$ cat config.mk
export PLATFORM = sky130hd
export DESIGN_NAME = drive_state_error_registers
export DESIGN_NICKNAME = d
export VERILOG_FILES = /design/src/drive_regs_pkg.sv /design/src/err_detail.sv /design/src/drive_state_error_registers.sv
export VERILOG_INCLUDE_DIRS = /design/src
export SDC_FILE = /design/constraint.sdc
export NUM_CORES = 1
export LEC_CHECK = 0
export BUFFER_PORTS_ARGS = -buffer_cell sky130_fd_sc_hd__buf_2
export CAP_MARGIN = 15
export CORE_UTILIZATION = 30
export DETAILED_ROUTE_END_ITERATION = 10
export PLACE_DENSITY = 0.55
export RECOVER_POWER = 25
export SLEW_MARGIN = 10
export SYNTH_ARGS = -nofsm -noshare
export SYNTH_HDL_FRONTEND = slang
export SYNTH_HIERARCHICAL = 1
export SYNTH_SLANG_ARGS = --single-unit
$ cat constraint.sdc
create_clock -name mclk -period 2.4 [get_ports mclk]
set_input_delay 0.24 -clock mclk [delete_from_list [all_inputs] [get_ports mclk]]
set_output_delay 0.24 -clock mclk [all_outputs]
set_load 0.1 [all_outputs]
$ cat src/drive_regs_consts.svh
/*
  Offsets, field positions, reset values and encodings of the drive state
  and error parameter bank.
  Assumes parameter numbers arrive as 16-bit addresses on the parameter port.
*/
`ifndef DRIVE_REGS_CONSTS_SVH
`define DRIVE_REGS_CONSTS_SVH

// parameter addresses
`define ADDR_FB_COUNT 16'h084C
`define ADDR_FB_WARN_LAT 16'h084D
`define ADDR_FB_WARN_LIVE 16'h084E
`define ADDR_FB_FAULT_LAT 16'h084F
`define ADDR_FB_FAULT_LIVE 16'h0850
`define ADDR_STO_COUNT 16'h0853
`define ADDR_STO_FAULT_LAT 16'h0854
`define ADDR_STO_FAULT_LIVE 16'h0855
`define ADDR_INT_COUNT 16'h088F
`define ADDR_INT_FAULT_LAT 16'h0890
`define ADDR_INT_FAULT_LIVE 16'h0891
`define ADDR_CMD 16'h0960
`define ADDR_STATUS 16'h0961
`define ADDR_QSEL 16'h0962

// constant entry counts
`define CNT_FB 8'h04
`define CNT_STO 8'h02
`define CNT_INT 8'h02

// reset values
`define RST_CMD 16'h0000
`define RST_QSEL 16'h0006
`define RST_DETAIL 16'h0000

// command word fields
`define CMD_FRST_BIT 7
`define CMD_HALT_BIT 8
`define CMD_MODE_LSB 4
`define CMD_MODE_MSB 6
`define CMD_GEAR_LSB 13
`define CMD_GEAR_MSB 15

// transition commands: mask and value on bits 0..3 and 7
`define CMD_SHUT_M 16'h0087
`define CMD_SHUT_V 16'h0006
`define CMD_SWON_M 16'h008F
`define CMD_SWON_V 16'h0007
`define CMD_ENOP_M 16'h008F
`define CMD_ENOP_V 16'h000F
`define CMD_DISV_M 16'h0082
`define CMD_DISV_V 16'h0000
`define CMD_QSTP_M 16'h0086
`define CMD_QSTP_V 16'h0002

// status word patterns, insignificant bits at zero
`define SW_NOT_READY 16'h0000
`define SW_DISABLED 16'h0040
`define SW_READY 16'h0021
`define SW_ON 16'h0023
`define SW_OP 16'h0027
`define SW_QSTOP 16'h0007
`define SW_FREACT 16'h000F
`define SW_FAULT 16'h0008

// quick stop reaction selector values
`define QS_MAX 16'hFFFF
`define QS_PROF_INT 16'hFFFB
`define QS_EMER_INT 16'hFFFA
`define QS_PROF_DIS 16'h0001
`define QS_EMER_DIS 16'h0002
`define QS_PROF_STAY 16'h0005
`define QS_EMER_STAY 16'h0006

`endif

$ cat src/drive_regs_pkg.sv
/*
  Types of the drive state and error parameter bank.
  Assumes nothing beyond the constants header.
*/
package drive_regs_pkg;

  typedef enum logic [7:0] {
    ST_NOT_READY = 8'h01,
    ST_SW_DISABLED = 8'h02,
    ST_READY = 8'h04,
    ST_SWITCHED_ON = 8'h08,
    ST_OP_ENABLED = 8'h10,
    ST_QUICK_STOP = 8'h20,
    ST_FAULT_REACT = 8'h40,
    ST_FAULT = 8'h80
  } drive_state_e;

  typedef struct packed {
    drive_state_e st;
    logic [15:0] cmd;
    logic [15:0] qsel;
    logic [15:0] status;
    logic [7:0] mode_tag;
    logic [15:0] rdata;
    logic ack;
    logic err;
    logic rst_pulse;
    logic braking;
    logic speed_zero;
    logic integ_clr;
    logic decel_sel;
    logic torque;
  } bank_s;

endpackage : drive_regs_pkg

$ cat src/err_detail.sv
/*
  One pair of error detail words: a latched copy and a live copy.
  Assumes cond is synchronous to mclk and clear is a one-cycle pulse.
*/
module err_detail
  import drive_regs_pkg::*;
#(
  parameter int W = 16
)(
  // clock and reset
  input wire logic mclk,
  input wire logic resetn,
  // condition and clear
  input wire logic [W-1:0] cond,
  input wire logic clear,
  // detail words
  output logic [W-1:0] latched_q,
  output logic [W-1:0] live_q
);

  typedef struct packed {
    logic [W-1:0] lat;
    logic [W-1:0] live;
  } detail_s;

  detail_s s_q;
  detail_s s_d;

  always_comb
  begin
    s_d = s_q;
    // a condition present in the clearing cycle stays latched
    s_d.lat = (clear ? '0 : s_q.lat) | cond;
    s_d.live = cond;
  end

  always_ff @(posedge mclk or negedge resetn)
  begin
    if (!resetn)
      s_q <= '0;
    else
      s_q <= s_d;
  end

  assign latched_q = s_q.lat;
  assign live_q = s_q.live;
endmodule : err_detail

$ cat src/drive_state_error_registers.sv
/*
  Drive state and error parameter bank: error detail words, command word,
  status word with the drive state machine, quick stop reaction selector.
  Assumes a parameter master issues one-cycle requests on par_req and that
  motion control reports the end of a braking ramp on ramp_done.
*/
//
// Contract
// - feedback group: four read-only zero-reset words
// - constant entry counts: four, two, two
// - safe torque off: latched and live faults
// - internal group: latched and live faults
// - command bits 0-3,7 drive state transitions
// - command bit 8 requests halt
// - bits 4-6 per mode, 13-15 gear
// - status word reports state, significant bits only
// - not ready, disabled, ready encodings
// - switched on and operation enabled encodings
// - quick stop active encoding
// - fault reaction and fault encodings
// - selector -1: zero speed, then disabled
// - selector -5/-6: ramp, then clear integrator
// - selector 1/2: ramp, then disabled
// - selector 5/6: ramp, stay quick stop
// - standby select decides switched on torque
`include "drive_regs_consts.svh"

module drive_state_error_registers
  import drive_regs_pkg::*;
(
  // clock and reset
  input wire logic mclk,
  input wire logic resetn,
  // parameter access
  input wire logic par_req,
  input wire logic par_we,
  input wire logic [15:0] par_addr,
  input wire logic [15:0] par_wdata,
  output logic [15:0] par_rdata,
  output logic par_ack,
  output logic par_err,
  // error conditions
  input wire logic [15:0] fb_warn_cond,
  input wire logic [15:0] fb_fault_cond,
  input wire logic [15:0] sto_fault_cond,
  input wire logic [15:0] int_fault_cond,
  // motion control inputs
  input wire logic ramp_done,
  input wire logic [7:0] active_operating_mode,
  input wire logic standby_torque_select,
  // motion control outputs
  output logic [15:0] status_word,
  output logic torque_enable,
  output logic halt_request,
  output logic [2:0] mode_cmd,
  output logic [7:0] mode_cmd_tag,
  output logic [2:0] gear_mode,
  output logic ramp_active,
  output logic decel_select,
  output logic speed_zero,
  output logic velocity_integral_clear,
  output logic fault_reset
);

  ////////////////////////////////////////////////////////////////////////////
  // error detail words

  logic [3:0][15:0] cond_all;
  logic [3:0][15:0] lat_w;
  logic [3:0][15:0] live_w;
  logic any_fault;
  bank_s s_q;
  bank_s s_d;

  assign cond_all = {int_fault_cond, sto_fault_cond, fb_fault_cond,
                     fb_warn_cond};
  assign any_fault = (|fb_fault_cond) | (|sto_fault_cond) | (|int_fault_cond);

  genvar g;
  generate
    for (g = 0; g < 4; g++)
    begin : g_detail
      err_detail #(
        .W(16)
      ) u_detail (
        .mclk(mclk),
        .resetn(resetn),
        .cond(cond_all[g]),
        .clear(s_q.rst_pulse),
        .latched_q(lat_w[g]),
        .live_q(live_w[g])
      );
    end
  endgenerate

  ////////////////////////////////////////////////////////////////////////////
  // decoding helpers

  function automatic logic cmd_is(input logic [15:0] c, input logic [15:0] m,
                                  input logic [15:0] v);
    cmd_is = (c & m) == v;
  endfunction : cmd_is

  function automatic logic [15:0] state_code(input drive_state_e st);
    unique case (st)
      ST_NOT_READY: state_code = `SW_NOT_READY;
      ST_SW_DISABLED: state_code = `SW_DISABLED;
      ST_READY: state_code = `SW_READY;
      ST_SWITCHED_ON: state_code = `SW_ON;
      ST_OP_ENABLED: state_code = `SW_OP;
      ST_QUICK_STOP: state_code = `SW_QSTOP;
      ST_FAULT_REACT: state_code = `SW_FREACT;
      ST_FAULT: state_code = `SW_FAULT;
      default: state_code = `SW_NOT_READY;
    endcase
  endfunction : state_code

  function automatic logic qsel_legal(input logic [15:0] v);
    qsel_legal = (v == `QS_MAX) || (v == `QS_PROF_INT) ||
                 (v == `QS_EMER_INT) || (v == `QS_PROF_DIS) ||
                 (v == `QS_EMER_DIS) || (v == `QS_PROF_STAY) ||
                 (v == `QS_EMER_STAY);
  endfunction : qsel_legal

  // {hit, data}
  function automatic logic [16:0] read_word(input logic [15:0] a,
                                           input bank_s s);
    unique case (a)
      `ADDR_FB_COUNT: read_word = {1'b1, 8'h00, `CNT_FB};
      `ADDR_STO_COUNT: read_word = {1'b1, 8'h00, `CNT_STO};
      `ADDR_INT_COUNT: read_word = {1'b1, 8'h00, `CNT_INT};
      `ADDR_FB_WARN_LAT: read_word = {1'b1, lat_w[0]};
      `ADDR_FB_WARN_LIVE: read_word = {1'b1, live_w[0]};
      `ADDR_FB_FAULT_LAT: read_word = {1'b1, lat_w[1]};
      `ADDR_FB_FAULT_LIVE: read_word = {1'b1, live_w[1]};
      `ADDR_STO_FAULT_LAT: read_word = {1'b1, lat_w[2]};
      `ADDR_STO_FAULT_LIVE: read_word = {1'b1, live_w[2]};
      `ADDR_INT_FAULT_LAT: read_word = {1'b1, lat_w[3]};
      `ADDR_INT_FAULT_LIVE: read_word = {1'b1, live_w[3]};
      `ADDR_CMD: read_word = {1'b1, s.cmd};
      `ADDR_STATUS: read_word = {1'b1, s.status};
      `ADDR_QSEL: read_word = {1'b1, s.qsel};
      default: read_word = {1'b0, 16'h0000};
    endcase
  endfunction : read_word

  ////////////////////////////////////////////////////////////////////////////
  // next state

  logic c_shut;
  logic c_swon;
  logic c_enop;
  logic c_disv;
  logic c_qstp;
  logic qs_emer;
  logic qs_to_dis;

  assign c_shut = cmd_is(s_q.cmd, `CMD_SHUT_M, `CMD_SHUT_V);
  assign c_swon = cmd_is(s_q.cmd, `CMD_SWON_M, `CMD_SWON_V);
  assign c_enop = cmd_is(s_q.cmd, `CMD_ENOP_M, `CMD_ENOP_V);
  assign c_disv = cmd_is(s_q.cmd, `CMD_DISV_M, `CMD_DISV_V);
  assign c_qstp = cmd_is(s_q.cmd, `CMD_QSTP_M, `CMD_QSTP_V);
  assign qs_emer = (s_q.qsel == `QS_EMER_INT) || (s_q.qsel == `QS_EMER_DIS) ||
                   (s_q.qsel == `QS_EMER_STAY) || (s_q.qsel == `QS_MAX);
  assign qs_to_dis = (s_q.qsel == `QS_MAX) || (s_q.qsel == `QS_PROF_DIS) ||
                     (s_q.qsel == `QS_EMER_DIS);

  always_comb
  begin
    logic [16:0] rd;
    rd = read_word(par_addr, s_q);
    s_d = s_q;
    s_d.ack = 1'b0;
    s_d.err = 1'b0;
    s_d.rst_pulse = 1'b0;
    s_d.integ_clr = 1'b0;
    // parameter access, answered one cycle after the request
    if (par_req)
    begin
      s_d.ack = 1'b1;
      if (par_we)
      begin
        if (par_addr == `ADDR_CMD)
        begin
          s_d.cmd = par_wdata;
          s_d.mode_tag = active_operating_mode;
          s_d.rst_pulse = par_wdata[`CMD_FRST_BIT] & ~s_q.cmd[`CMD_FRST_BIT];
        end
        else if (par_addr == `ADDR_QSEL && qsel_legal(par_wdata))
          s_d.qsel = par_wdata;
        else
          s_d.err = 1'b1;
      end
      else
      begin
        s_d.rdata = rd[15:0];
        s_d.err = ~rd[16];
      end
    end
    // drive state machine
    if (any_fault && s_q.st != ST_FAULT_REACT && s_q.st != ST_FAULT)
    begin
      s_d.st = ST_FAULT_REACT;
      s_d.braking = 1'b1;
    end
    else
    begin
      unique case (s_q.st)
        ST_NOT_READY: s_d.st = ST_SW_DISABLED;
        ST_SW_DISABLED:
          if (c_shut)
            s_d.st = ST_READY;
        ST_READY:
          if (c_disv || c_qstp)
            s_d.st = ST_SW_DISABLED;
          else if (c_swon)
            s_d.st = ST_SWITCHED_ON;
        ST_SWITCHED_ON:
          if (c_disv || c_qstp)
            s_d.st = ST_SW_DISABLED;
          else if (c_shut)
            s_d.st = ST_READY;
          else if (c_enop)
            s_d.st = ST_OP_ENABLED;
        ST_OP_ENABLED:
          if (c_disv)
            s_d.st = ST_SW_DISABLED;
          else if (c_qstp)
          begin
            s_d.st = ST_QUICK_STOP;
            s_d.braking = 1'b1;
          end
          else if (c_shut)
            s_d.st = ST_READY;
          else if (c_swon)
            s_d.st = ST_SWITCHED_ON;
        ST_QUICK_STOP:
          if (s_q.braking && ramp_done)
          begin
            s_d.braking = 1'b0;
            if (qs_to_dis)
              s_d.st = ST_SW_DISABLED;
            if (s_q.qsel == `QS_PROF_INT || s_q.qsel == `QS_EMER_INT)
              s_d.integ_clr = 1'b1;
          end
          else if (!s_q.braking && c_disv)
            s_d.st = ST_SW_DISABLED;
          else if (!s_q.braking && c_enop)
            s_d.st = ST_OP_ENABLED;
        ST_FAULT_REACT:
          if (ramp_done)
          begin
            s_d.st = ST_FAULT;
            s_d.braking = 1'b0;
          end
        ST_FAULT:
          if (s_q.rst_pulse && !any_fault)
            s_d.st = ST_SW_DISABLED;
        default: s_d.st = ST_NOT_READY;
      endcase
    end
    s_d.status = state_code(s_d.st);
    s_d.speed_zero = (s_d.st == ST_QUICK_STOP) && (s_q.qsel == `QS_MAX);
    s_d.decel_sel = (s_d.st == ST_FAULT_REACT) || qs_emer;
    s_d.torque = (s_d.st == ST_OP_ENABLED) || (s_d.st == ST_QUICK_STOP) ||
                 (s_d.st == ST_FAULT_REACT) ||
                 ((s_d.st == ST_SWITCHED_ON) && standby_torque_select);
  end

  always_ff @(posedge mclk or negedge resetn)
  begin
    if (!resetn)
    begin
      s_q <= '0;
      s_q.st <= ST_NOT_READY;
      s_q.cmd <= `RST_CMD;
      s_q.qsel <= `RST_QSEL;
      s_q.status <= `SW_NOT_READY;
    end
    else
      s_q <= s_d;
  end

  ////////////////////////////////////////////////////////////////////////////
  // outputs

  assign par_rdata = s_q.rdata;
  assign par_ack = s_q.ack;
  assign par_err = s_q.err;
  assign status_word = s_q.status;
  assign torque_enable = s_q.torque;
  assign halt_request = s_q.cmd[`CMD_HALT_BIT];
  assign mode_cmd = s_q.cmd[`CMD_MODE_MSB:`CMD_MODE_LSB];
  assign mode_cmd_tag = s_q.mode_tag;
  assign gear_mode = s_q.cmd[`CMD_GEAR_MSB:`CMD_GEAR_LSB];
  assign ramp_active = s_q.braking;
  assign decel_select = s_q.decel_sel;
  assign speed_zero = s_q.speed_zero;
  assign velocity_integral_clear = s_q.integ_clr;
  assign fault_reset = s_q.rst_pulse;
endmodule : drive_state_error_registers

[Word-level counts from Yosys, hierarchy flattened]
Index checks and enable logic that the tools add are counted.
Cells by class
  bitwise operators: 11
  reductions and logical operators: 38
  muxes and demuxes: 39
  equal/unequal tests: 52
Operator list (count)
  equality test 16 x 12 -> 1 bit, second input constant: 14
  one-hot mux 17 bit (13 select lines): 1
  two-way mux 8 bit: 16
  equality test 16 bit, second input constant: 6
  two-way mux 16 bit: 4
  OR 16 bit: 4
  one-hot mux 8 bit (8 select lines): 1
  one-hot mux 7 bit (7 select lines): 1
  equality test 16 x 3 -> 1 bit, second input constant: 3
  OR reduction 16 bit: 3
  equality test 16 x 1 -> 1 bit, second input constant: 2
  equality test 16 x 2 -> 1 bit, second input constant: 2
  logical OR 1 bit: 17
  equality test 8 x 2 -> 1 bit, second input constant: 2
  equality test 8 x 3 -> 1 bit, second input constant: 2
  equality test 8 x 4 -> 1 bit, second input constant: 2
  equality test 8 x 5 -> 1 bit, second input constant: 2
  equality test 8 x 6 -> 1 bit, second input constant: 2
  equality test 8 x 7 -> 1 bit, second input constant: 2
  equality test 8 bit, second input constant: 2
  logical NOT 16 bit: 1
  two-way mux 1 bit: 14
  inequality test 3 bit, second input constant: 4
  logical AND 1 bit: 9
  other kinds (19): 24
Storage, ports and cells
  output and inout port bits: 55
  logic and storage cells: 162
  input port bits: 110
  flip-flop bits (word level): 216

[Depth between registers and ports, before layout]
Gate-level depths: netlist of the first run.
  word-level depth: 12
  gate-level depth with buffers: 8
  mapped depth without buffers: 6

[Cells and area by module]
Netlist of the first run, hierarchy kept.
By module, submodules not included
  drive_state_error_registers: cells each 531, times used 1, area each 5241.3 um2, sequential area each 1955.6 um2
  err_detail: cells each 50, times used 4, area each 943.4 um2, sequential area each 800.8 um2

[Least setup slack after synthesis of the first run]
Ideal clock, no wire load.
  path kind: register -> register
  start point: register s_q[81] (netlist name)
  end point: register s_q, in the netlist torque_enable
  library setup time: 0.080 ns
  required time: 2.320 ns
  period minus slack after synthesis: 2.210 ns
  slack: 0.190 ns
  arrival time: 2.130 ns
  buffers on the path: 0
  stages on the path, launching flop included: 7
  cells stage by stage: dfrtp_1 > or4_4 > or3_4 > nor3_2 > a211oi_1 > a311o_1 > o211ai_2
RTL lines
  start, declared: RTL line drive_state_error_registers.sv:72  | bank_s s_q;

==> results.sh, run 1 <==
export IMPL_status="finished with violations"
export IMPL_violations="capacitance limit, slew limit"
export IMPL_reg2regPathDepth=6
export IMPL_powerDensity_mw_per_mm2=754.8
export IMPL_grtUsageTotal_pct=18.76
export IMPL_post_route_period_util_pct=97.85
export IMPL_yosys_area_top_type="dfrtp_1"
export IMPL_first_iter_violations=455
export IMPL_design_area_sq_mm=0.01182
export IMPL_antenna_found_initial=0
export IMPL_clk_pin_slew_worst_paths_ns=0.06
export IMPL_min_path_cells=3
export IMPL_dpl_hpwl_um=21670
export IMPL_hold_end="torque_enable"
export IMPL_synth_top_area_share_pct=56.35
export IMPL_cts_root_buf="clkbuf_16"
export IMPL_place_gp_congestion=0.8524
export IMPL_leakagePower_nw=4.936
export IMPL_r2r_slack_ns=0.05
export IMPL_layout_drive_gt1_share_pct=30.50
export IMPL_top_usage_layer="met2"
export IMPL_vias_per_cell=5.049
export IMPL_synth_most_common_cell="dfrtp_1"
export IMPL_ys_seq_area_share_pct=57.22
export IMPL_cts_tree="done"
export IMPL_tightest_slew_ns=1.606
export IMPL_via_count=7018
export IMPL_synth_seq_cells=206
export IMPL_place_area_sq_mm=0.01033
export IMPL_p_sw_mw=2.805
export IMPL_coreArea_sq_mm=0.02964
export IMPL_setup_violations=0
export IMPL_clkPwrFrac_pct=38.2
export IMPL_combPwrFrac_pct=19.6
export IMPL_io_pins=165
export IMPL_drv_cap=1
export IMPL_syn_area_sq_mm=0.009015
export IMPL_cts_htree_levels=1
export IMPL_synth_area_leaders="dfrtp_1, mux2_2, a21o_1"
export IMPL_final_hold_viol_count=0
export IMPL_max_clock_freq_ghz=0.4258
export IMPL_wl_per_cell_um=20.61
export IMPL_final_core_util_pct=39.89
export IMPL_hold_path_class="in -> reg"
export IMPL_crit_path_start="s_q[81]"
export IMPL_post_route_min_period_ns=2.348
export IMPL_cts_made_buffers=24
export IMPL_cts_buffer_depth=3
export IMPL_ys_async_sr_fraction_pct=100.0
export IMPL_switching_share_pct=31.43
export IMPL_die_height_um=175.4
export IMPL_synth_area_per_cell_sq_um=12.33
export IMPL_grt_first_pass_wirelength_um=43340
export IMPL_syn_inst=731
export IMPL_use_met1_pct=25.26
export IMPL_p_int_mw=6.118
export IMPL_grt_pass1_vias=7142
export IMPL_power_frac_seq_pct=42.1
export IMPL_use_met3_pct=2.662
export IMPL_worst_skew_pair_late_latency_ns=0.53
export IMPL_maxSlewHeadroom_pct=-7.033
export IMPL_required_ns=2.85
export IMPL_syn_to_final_growth_pct=31.13
export IMPL_yosysWarnings=6
export IMPL_irDropWorstVdd_uv=544.1
export IMPL_start_util_pct=30.42
export IMPL_skew_ns=0.02080
export IMPL_overflow=0
export IMPL_rsz0062_at_grt="yes"
export IMPL_route_detailed_drc=0
export IMPL_wl_um=28640
export IMPL_min_from="standby_torque_select"
export IMPL_synth_cell_types=63
export IMPL_final_nets=1095
export IMPL_pre_cts_ws_ns=0.01333
export IMPL_die_x_um=175.4
export IMPL_first_pass_iters=6
export IMPL_startpoint_type="flop"
export IMPL_route_antenna_remaining_nets=0
export IMPL_grt_max_degree=87
export IMPL_placementRows=63
export IMPL_setup_tns_ns=0
export IMPL_io_buffers=154
export IMPL_ys_flop_type="dfrtp_1"
export IMPL_crit_fanout=6
export IMPL_fillers=2931
export IMPL_grt_use_met2_pct=30.22
export IMPL_worstSetupEndpointType="flop"
export IMPL_die_area_sq_mm=0.03075
export IMPL_synth_commonest_cells="dfrtp_1, mux2_2, a21o_1"
export IMPL_antennaDiodeCount=0
export IMPL_synth_edff_count=0
export IMPL_clkSinkCount=206
export IMPL_critPathKind="reg -> reg"
export IMPL_slew_violations=26
export IMPL_arrival_ns=2.80
export IMPL_layout_setup_ws_ns=0.05166
export IMPL_rr_startpoint="s_q[81]"
export IMPL_reg2reg_to="torque_enable"
[layer usage]
metal	wire, um	vias to the layer above
li1	-	3226
met1	12630	3520
met2	13480	216
met3	1350	56
met4	1189	0
met5	0	-
[layout by cell type (no fill, tap or decap), drive strengths merged, types with 2 or more instances in the layout]
master       count
o21bai           2
nor2b            5
o2bb2ai          5
a211oi           3
clkinvlp         2
or2              3
inv             17
or4              6
nand3b           3
nor3            14
mux2            59
nor2            36
nand4           15
dfrtp          203
nand4b           4
a22o            28
clkinv           4
nor4            29
dlygate4sd3     81
nand2b          10
a22oi           20
nand3            7
o211ai           3
a31oi           19
o21ai            8
nor3b            3
xor2             3
clkbuf          99
conb            10
a21o            72
or2b             2
nand2           18
or3              2
dfstp            3
a2111oi          2
a21oi            8
a222oi          13
a221oi          14
buf            150
[worst max path at each step]
stage                           endpoint  slack, ns  cells past startpoint
after floorplan            torque_enable       0.19                      6
after global placement           s_q[62]       0.05                      9
after detailed placement  status_word[0]       0.01                      7
after CTS                  torque_enable       0.02                      6
after global routing       torque_enable      -0.04                      6
final                      torque_enable       0.05                      6
[critical path, cell delays in order (launching register included)]
cell	delay, ns
dfrtp_1	0.42
or4_4	0.57
or3_4	0.38
nor2_2	0.13
or2b_1	0.25
a311o_2	0.38
o211ai_2	0.14
[stage by stage]
step | power, mW | hold slack, ns | instances
floorplan | 4.896 | -0.05559 | 740
global placement | 5.473 | 0.1493 | 1267
detailed placement | 5.465 | 0.1532 | 1267
CTS | 9.018 | 0.0005135 | 1389
global route | 9.286 | 0.01446 | 1390
finish | 8.923 | 0.02079 | 1390
[kinds of logic (layout without fill, tap and decap cells)]
family          Yosys count  count (layout)  share of synthesized area [%]
compound gates          207             207                          18.11
simple gates            160             160                          10.46
buf+inv                  93             353                          6.287
other cells               1              10                        0.04160
mux                      60              60                          7.481
xor+xnor                  4               4                         0.3887
flops                   206             206                          57.22
[timing repair]
item | 4_1_cts | 5_1_grt
resized for setup | 1 | 8
pin swaps | 0 | 1
setup buffers | 0 | 1
cloned | 0 | 0
endpoints found under the setup margin | 1 | 24
hold buffers | 81 | 0
hold endpoints to repair | 231 | 0
[sequential cells by signal (all words and copies together) (netlist names)]
register,cells
velocity_integral_clear,1
mode_cmd_tag,8
par_rdata,16
gear_mode,3
g_detail.u_detail/latched_q,64
speed_zero,1
torque_enable,1
mode_cmd,3
ramp_active,1
s_q,33
status_word,6
decel_select,1
fault_reset,1
g_detail.u_detail/live_q,64
par_ack,1
par_err,1
halt_request,1
[final cells by class]
type                       instances  area, sq um  area share, %
clock buffer                      33        674.4          5.705
clock inverter                     8        63.81         0.5398
inverter                          15        56.30         0.4763
multi-input combinational        441         3372          28.52
sequential                       206         5160          43.65
tap                              390        488.0          4.128
timing repair buffer             297         2007          16.98
[power by group through the flow]
stage	logic, mW	clock network, mW	registers, mW
2_1_floorplan	0.965	0	3.93
3_3_place_gp	1.65	0	3.83
3_5_place_dp	1.64	0	3.82
4_1_cts	1.76	3.50	3.76
5_1_grt	1.87	3.64	3.77
6_report	1.75	3.41	3.76
(Power assumes the default switching activity.)
==> inputs of run 2 (changes only) <==
--- a/config.mk
+++ b/config.mk
@@ -8,11 +8,12 @@
 export LEC_CHECK = 0
 export BUFFER_PORTS_ARGS = -buffer_cell sky130_fd_sc_hd__buf_2
 export CAP_MARGIN = 15
+export CORE_MARGIN = 10
 export CORE_UTILIZATION = 30
 export DETAILED_ROUTE_END_ITERATION = 10
 export PLACE_DENSITY = 0.55
 export RECOVER_POWER = 25
-export SLEW_MARGIN = 10
+export REMOVE_ABC_BUFFERS = 1
 export SYNTH_ARGS = -nofsm -noshare
 export SYNTH_HDL_FRONTEND = slang
 export SYNTH_HIERARCHICAL = 1
==> run 2 against run 1 <==
Against the previous run: largest power group unchanged; clock skew shrank 0.0043 ns; maximum frequency fell by 0.42%; power increased by 2.1%; final area rose by 1.2%; die area grew 22%; register-to-register slack hardly changed; first-iteration DRC count fell by 8.1%; critical path depth did not move; the flow now finishes without violations.
==> results.sh, run 2 (synthesized netlist as in run 1, its figures left out) <==
export IMPL_route_antenna_remaining_nets=0
export IMPL_maxSlewHeadroom_pct=0.6793
export IMPL_r2r_slack_ns=0.04
export IMPL_irDropWorstVdd_uv=414.8
export IMPL_p_sw_mw=2.804
export IMPL_wl_um=30560
export IMPL_cts_tree="done"
export IMPL_cts_made_buffers=23
export IMPL_io_pins=165
export IMPL_layout_drive_gt1_share_pct=31.69
export IMPL_skew_ns=0.01654
export IMPL_min_from="standby_torque_select"
export IMPL_reg2regPathDepth=6
export IMPL_fillers=2955
export IMPL_cp_top_family="simple AND/OR/NAND/NOR gates"
export IMPL_crit_fanout=8
export IMPL_setup_tns_ns=0
export IMPL_dpl_hpwl_um=23080
export IMPL_top_layer_used="met4"
export IMPL_layout_setup_ws_ns=0.04182
export IMPL_die_height_um=193.4
export IMPL_clk_pin_slew_worst_paths_ns=0.06
export IMPL_rsz0062_at_grt="yes"
export IMPL_first_pass_iters=5
export IMPL_overflow=0
export IMPL_power_frac_seq_pct=41.2
export IMPL_clkPwrFrac_pct=39.0
export IMPL_required_ns=2.83
export IMPL_crit_buf_inv=0
export IMPL_wl_met1_um=13200
export IMPL_pre_cts_ws_ns=0.007289
export IMPL_route_detailed_drc=0
export IMPL_switching_share_pct=30.77
export IMPL_placementRows=63
export IMPL_place_gp_congestion=0.8842
export IMPL_design_area_sq_mm=0.01197
export IMPL_antennaDiodeCount=0
export IMPL_rr_startpoint="s_q[84]"
export IMPL_hold_end="torque_enable"
export IMPL_powerDensity_mw_per_mm2=761.3
export IMPL_combPwrFrac_pct=19.8
export IMPL_clkSinkCount=206
export IMPL_grt_first_pass_wirelength_um=45990
export IMPL_coreArea_sq_mm=0.02964
export IMPL_grtUsageTotal_pct=15.60
export IMPL_cts_buffer_depth=3
export IMPL_crit_chain="or4_4, or4_1, nand4_1, o21ai_4, a311o_1, o211ai_2"
export IMPL_final_core_util_pct=40.38
export IMPL_critPathKind="reg -> reg"
export IMPL_vias_per_cell=5.032
export IMPL_die_x_um=193.4
export IMPL_final_common_cell="dfrtp_1"
export IMPL_layout_common_cells="dfrtp_1, buf_2, dlygate4sd3_1"
export IMPL_wl_per_cell_um=21.78
export IMPL_antenna_found_initial=0
export IMPL_cts_htree_levels=1
export IMPL_worstSetupEndpointType="flop"
export IMPL_post_route_min_period_ns=2.358
export IMPL_io_buffers=154
export IMPL_slew_violations=0
export IMPL_drv_cap=0
export IMPL_leakagePower_nw=5.027
export IMPL_p_int_mw=6.308
export IMPL_slowest_delay_ns=0.53
export IMPL_worst_skew_pair_late_latency_ns=0.52
export IMPL_place_area_sq_mm=0.01041
export IMPL_cp_num_cells=6
export IMPL_hold_path_class="in -> reg"
export IMPL_final_nets=1107
export IMPL_status="finished, final reports clean"
export IMPL_min_path_cells=3
export IMPL_wl_met2_um=14980
export IMPL_crit_slowest_cell="or4_4"
export IMPL_start_util_pct=30.42
export IMPL_via_count=7060
export IMPL_final_hold_viol_count=0
export IMPL_syn_to_final_growth_pct=32.77
export IMPL_die_area_sq_mm=0.03738
export IMPL_max_clock_freq_ghz=0.4241
export IMPL_grt_max_degree=57
export IMPL_post_route_period_util_pct=98.26
export IMPL_startpoint_type="flop"
export IMPL_dr_wl_met3_um=1555
export IMPL_setup_violations=0
export IMPL_first_iter_violations=418
export IMPL_multiInputGateArea_sq_mm=0.003386
export IMPL_ff_latch_area_sq_mm=0.005159
export IMPL_reg2reg_to="torque_enable"
export IMPL_arrival_ns=2.79
export IMPL_grt_pass1_vias=7317
export IMPL_cts_root_buf="clkbuf_16"
export IMPL_tightest_slew_ns=1.490
==> run 2: cell types whose count changed in the layout (fill, tap and decap cells not counted), moves of 2 or more <==
cell | before | now
buf_4 | 58 | 72
clkbuf_8 | 4 | 8
nor4_2 | 6 | 9
inv_6 | 2 | 0
dlygate4sd3_1 | 81 | 79
nor4_1 | 22 | 19
buf_2 | 88 | 90
clkbuf_1 | 70 | 68
==> run 2: how the worst max path moves through the flow <==
stage                            startpoint             to  slack, ns
final                               s_q[84]  torque_enable       0.04
after global routing                s_q[81]  torque_enable      -0.05
after CTS                 int_fault_cond[5]  torque_enable      0.009
after detailed placement      par_wdata[11]        s_q[57]      0.007
after global placement        par_wdata[11]        s_q[51]      -0.02
after floorplan                par_addr[13]    mode_cmd[1]      -0.46
==> run 2: final cells by class <==
class | instances | share of cell area, %
Sequential cell | 206 | 43.10
Multi-Input combinational cell | 441 | 28.29
Timing Repair Buffer | 310 | 17.60
Clock buffer | 35 | 5.854
Tap cell | 390 | 4.077
Clock inverter | 6 | 0.6063
Inverter | 15 | 0.4704
==> run 2: worst min-delay path, cell delays in order <==
cell and delay [ns]:
buf_2 0.10, inv_1 0.05, o211ai_2 0.09
==> run 2: metrics by stage <==
stage / instances / hold slack [ns] / power (mW)
global placement: 1278 / 0.2464 / 5.446
CTS: 1398 / 0.003138 / 9.130
floorplan: 662 / -0.05559 / 4.783
global route: 1403 / 0.01584 / 9.478
detailed placement: 1278 / 0.2474 / 5.451
finish: 1403 / 0.01353 / 9.112
==> run 2: power groups by stage <==
stage	Combinational [mW]	Sequential [mW]	Clock, mW
finish	1.81	3.75	3.55
detailed placement	1.64	3.82	0
floorplan	0.474	4.31	0
CTS	1.74	3.75	3.64
global placement	1.63	3.82	0
global route	1.93	3.77	3.78
==> run 2: routing by layer <==
metal,vias up,GRT usage (%)
li1,3259,-
met1,3556,20.06
met3,51,2.749
met4,0,4.578
met5,-,0
met2,194,26.20
==> run 2: repair_timing <==
item,CTS,global route
setup endpoints to repair,0,24
endpoints found under the hold margin,189,0
hold buffers,79,0
setup buffers,0,4
gates resized for setup,0,9
==> inputs of run 3 (changes only) <==
--- a/config.mk
+++ b/config.mk
@@ -8,7 +8,7 @@
 export LEC_CHECK = 0
 export BUFFER_PORTS_ARGS = -buffer_cell sky130_fd_sc_hd__buf_2
 export CAP_MARGIN = 15
-export CORE_MARGIN = 10
+export CORE_MARGIN = 4
 export CORE_UTILIZATION = 30
 export DETAILED_ROUTE_END_ITERATION = 10
 export PLACE_DENSITY = 0.55
@@ -16,5 +16,4 @@
 export REMOVE_ABC_BUFFERS = 1
 export SYNTH_ARGS = -nofsm -noshare
 export SYNTH_HDL_FRONTEND = slang
-export SYNTH_HIERARCHICAL = 1
 export SYNTH_SLANG_ARGS = --single-unit
==> run 3 against run 2 <==
Against the previous run: global-route usage is 1.7 points higher; count of clock-buffer cells in the layout fell by 2; area after synthesis down 1.4%; non-clock buffer count grew 58; power grew 7.0%; synthesized cell count grew 1.6%; wire length is 6.2% lower; first-iteration DRC count stayed put; critical path type unchanged; critical endpoint is now status_word[5].
==> results.sh, run 3 <==
export IMPL_status="finished, final reports clean"
export IMPL_reg2reg_to="status_word[5]"
export IMPL_tightest_slew_ns=0.7324
export IMPL_die_x_um=180.1
export IMPL_grtUsageTotal_pct=17.29
export IMPL_arrival_ns=2.70
export IMPL_layout_common_cells="dfrtp_1, buf_2, buf_4"
export IMPL_synth_mux_area_share_pct=5.308
export IMPL_design_area_sq_mm=0.01248
export IMPL_final_common_cell="dfrtp_1"
export IMPL_hold_path_class="in -> reg"
export IMPL_layout_drive_gt1_share_pct=33.95
export IMPL_synth_top_area_share_pct=57.16
export IMPL_hold_end="gear_mode[2]"
export IMPL_overflow=0
export IMPL_syn_inst=743
export IMPL_start_util_pct=30.71
export IMPL_first_iter_violations=418
export IMPL_crit_buf_inv=4
export IMPL_ys_async_sr_fraction_pct=100.0
export IMPL_io_pins=165
export IMPL_crit_chain="buf_4, nor4_2, buf_4, nand4_1, nand2_1, nor3_1, a311oi_2, buf_4, buf_4, or3b_2"
export IMPL_setup_tns_ns=0
export IMPL_yosysWarnings=0
export IMPL_dpl_hpwl_um=20600
export IMPL_r2r_slack_ns=0.1
export IMPL_synth_cell_types=62
export IMPL_slew_violations=0
export IMPL_die_height_um=180.1
export IMPL_reg2regPathDepth=10
export IMPL_wl_um=28650
export IMPL_synth_xor_area_share_pct=0.4927
export IMPL_worstSetupEndpointType="flop"
export IMPL_cts_buffer_depth=3
export IMPL_final_hold_viol_count=0
export IMPL_min_from="par_wdata[15]"
export IMPL_syn_to_final_growth_pct=40.39
export IMPL_synthSimpleGateAreaFrac_pct=10.62
export IMPL_first_pass_iters=5
export IMPL_drv_cap=0
export IMPL_slowest_delay_ns=0.54
export IMPL_powerDensity_mw_per_mm2=781.0
export IMPL_yosys_area_top_type="dfrtp_1"
export IMPL_die_area_sq_mm=0.03244
export IMPL_synth_commonest_cells="dfrtp_1, a21o_1, a22oi_1"
export IMPL_grt_pass1_vias=7753
export IMPL_io_buffers=154
export IMPL_crit_slowest_cell="dfstp_2"
export IMPL_synth_most_common_cell="dfrtp_1"
export IMPL_synth_area_leaders="dfrtp_1, a21o_1, mux2_2"
export IMPL_layout_setup_ws_ns=0.09637
export IMPL_worst_skew_pair_late_latency_ns=0.53
export IMPL_route_detailed_drc=0
export IMPL_clkSinkCount=206
export IMPL_yosys_area_share_adder_pct=0
export IMPL_syn_area_sq_mm=0.008887
export IMPL_synth_compound_area_share_pct=19.40
export IMPL_skew_ns=0.02237
export IMPL_clk_pin_slew_worst_paths_ns=0.06
export IMPL_cp_top_family="simple AND/OR/NAND/NOR gates"
export IMPL_critPathKind="reg -> reg"
export IMPL_antenna_found_initial=1
export IMPL_min_path_cells=2
export IMPL_irDropWorstVdd_uv=509.8
export IMPL_synth_edff_count=0
export IMPL_crit_top_cell="buf_4"
export IMPL_p_total_mw=9.745
export IMPL_max_clock_freq_ghz=0.4341
export IMPL_vias_per_cell=5.040
export IMPL_antennaDiodeCount=0
export IMPL_pre_cts_ws_ns=-0.3463
export IMPL_rsz0062_at_grt="no"
export IMPL_post_route_min_period_ns=2.304
export IMPL_synth_top_family_by_area="compound AO/OA/AOI/OAI gates"
export IMPL_cts_htree_levels=1
export IMPL_grt_first_pass_wirelength_um=44710
export IMPL_coreArea_sq_mm=0.02894
export IMPL_setup_violations=0
export IMPL_via_count=7383
export IMPL_startpoint_type="flop"
export IMPL_grt_max_degree=80
export IMPL_leakagePower_nw=5.413
export IMPL_cts_tree="done"
export IMPL_place_area_sq_mm=0.01069
export IMPL_placementRows=62
export IMPL_final_nets=1173
export IMPL_synth_area_per_cell_sq_um=11.96
export IMPL_crit_fanout=8
export IMPL_wl_per_cell_um=19.56
export IMPL_rr_startpoint="s_q[80]"
export IMPL_fillers=2751
export IMPL_place_gp_congestion=0.8628
export IMPL_maxSlewHeadroom_pct=51.07
export IMPL_synth_seq_cells=206
export IMPL_cts_made_buffers=24
export IMPL_route_antenna_remaining_nets=0
export IMPL_required_ns=2.79
export IMPL_cts_root_buf="clkbuf_16"
export IMPL_ys_seq_area_share_pct=58.05
export IMPL_ys_flop_type="dfrtp_1"
export IMPL_post_route_period_util_pct=95.98
-- run 3: cell types whose count changed in the layout (fill, tap and decap cells not counted), sizes merged, moves of 9 or more --
cell	change
nor2	-9
a22oi	+28
o21ai	+19
a211oi	+9
a222oi	-13
buf	+56
a22o	-11
mux2	-18
a221oi	-9
-- run 3: metal layers --
| layer | vias to the layer above | wire (um) | GRT usage [%] |
|---|---|---|---|
| met5 | - | 20 | 0 |
| met4 | 2 | 763 | 5.354 |
| li1 | 3389 | - | - |
| met2 | 248 | 12900 | 26.59 |
| met1 | 3696 | 13190 | 24.77 |
| met3 | 48 | 1788 | 3.472 |
-- run 3: stage by stage --
stage	util, %	std cells	hold WS, ns
final	43.12	1465	0.02230
after global routing	43.12	1465	0.008207
after CTS	42.82	1459	0.002932
after detailed placement	36.94	1326	0.3254
after global placement	36.94	1326	0.3350
after floorplan	-	669	-0.05559
-- run 3: kinds of logic after synthesis --
| logic type | Yosys count |
|---|---|
| muxes | 42 |
| AOI/OAI and AO/OA | 242 |
| and+or+nand+nor | 153 |
| other | 1 |
| xor gates and xnor gates | 5 |
| DFF | 206 |
| buffers and inverters | 94 |
-- run 3: cell type report --
cell class / instances / area (sq um) / share of cell area, %
flip-flops and latches: 206 / 5160 / 41.36
multi-input cells: 452 / 3334 / 26.72
repair buffers: 368 / 2656 / 21.29
clock buffers: 33 / 664.4 / 5.325
well taps: 384 / 480.5 / 3.851
clock inverters: 11 / 140.1 / 1.123
inverters: 11 / 41.29 / 0.3309
-- run 3: worst max path at each step --
stage / start / depth (start not counted) / to / slack [ns]
detailed placement: int_fault_cond[8] / 9 / status_word[0] / -0.35
finish: s_q[80] / 10 / status_word[5] / 0.1
global route: s_q[64] / 8 / status_word[5] / 0.01
floorplan: par_addr[13] / 5 / gear_mode[0] / -0.92
global placement: int_fault_cond[8] / 11 / status_word[5] / -0.42
CTS: s_q[84] / 8 / torque_enable / 0.002
-- run 3: what timing repair did --
item / in CTS / in global routing
setup endpoints to repair: 6 / 6
buffers inserted: 3 / 6
resized for setup: 2 / 22
hold buffers: 86 / 0
pin swaps: 2 / 9
endpoints found under the hold margin: 206 / 0
-- run 3: power by group --
group          switching (mW)  total (mW)  internal, mW
Clock                    1.49        3.66          2.18
Sequential              0.109        3.76          3.66
Combinational            1.50        2.32         0.819
-- run 3: worst register-to-register path: stages (launching register included) --
cell      delay (ns)
dfstp_2         0.54
buf_4           0.16
nor4_2          0.06
buf_4           0.15
nand4_1         0.10
nand2_1         0.08
nor3_1          0.24
a311oi_2        0.13
buf_4           0.17
buf_4           0.13
or3b_2          0.42
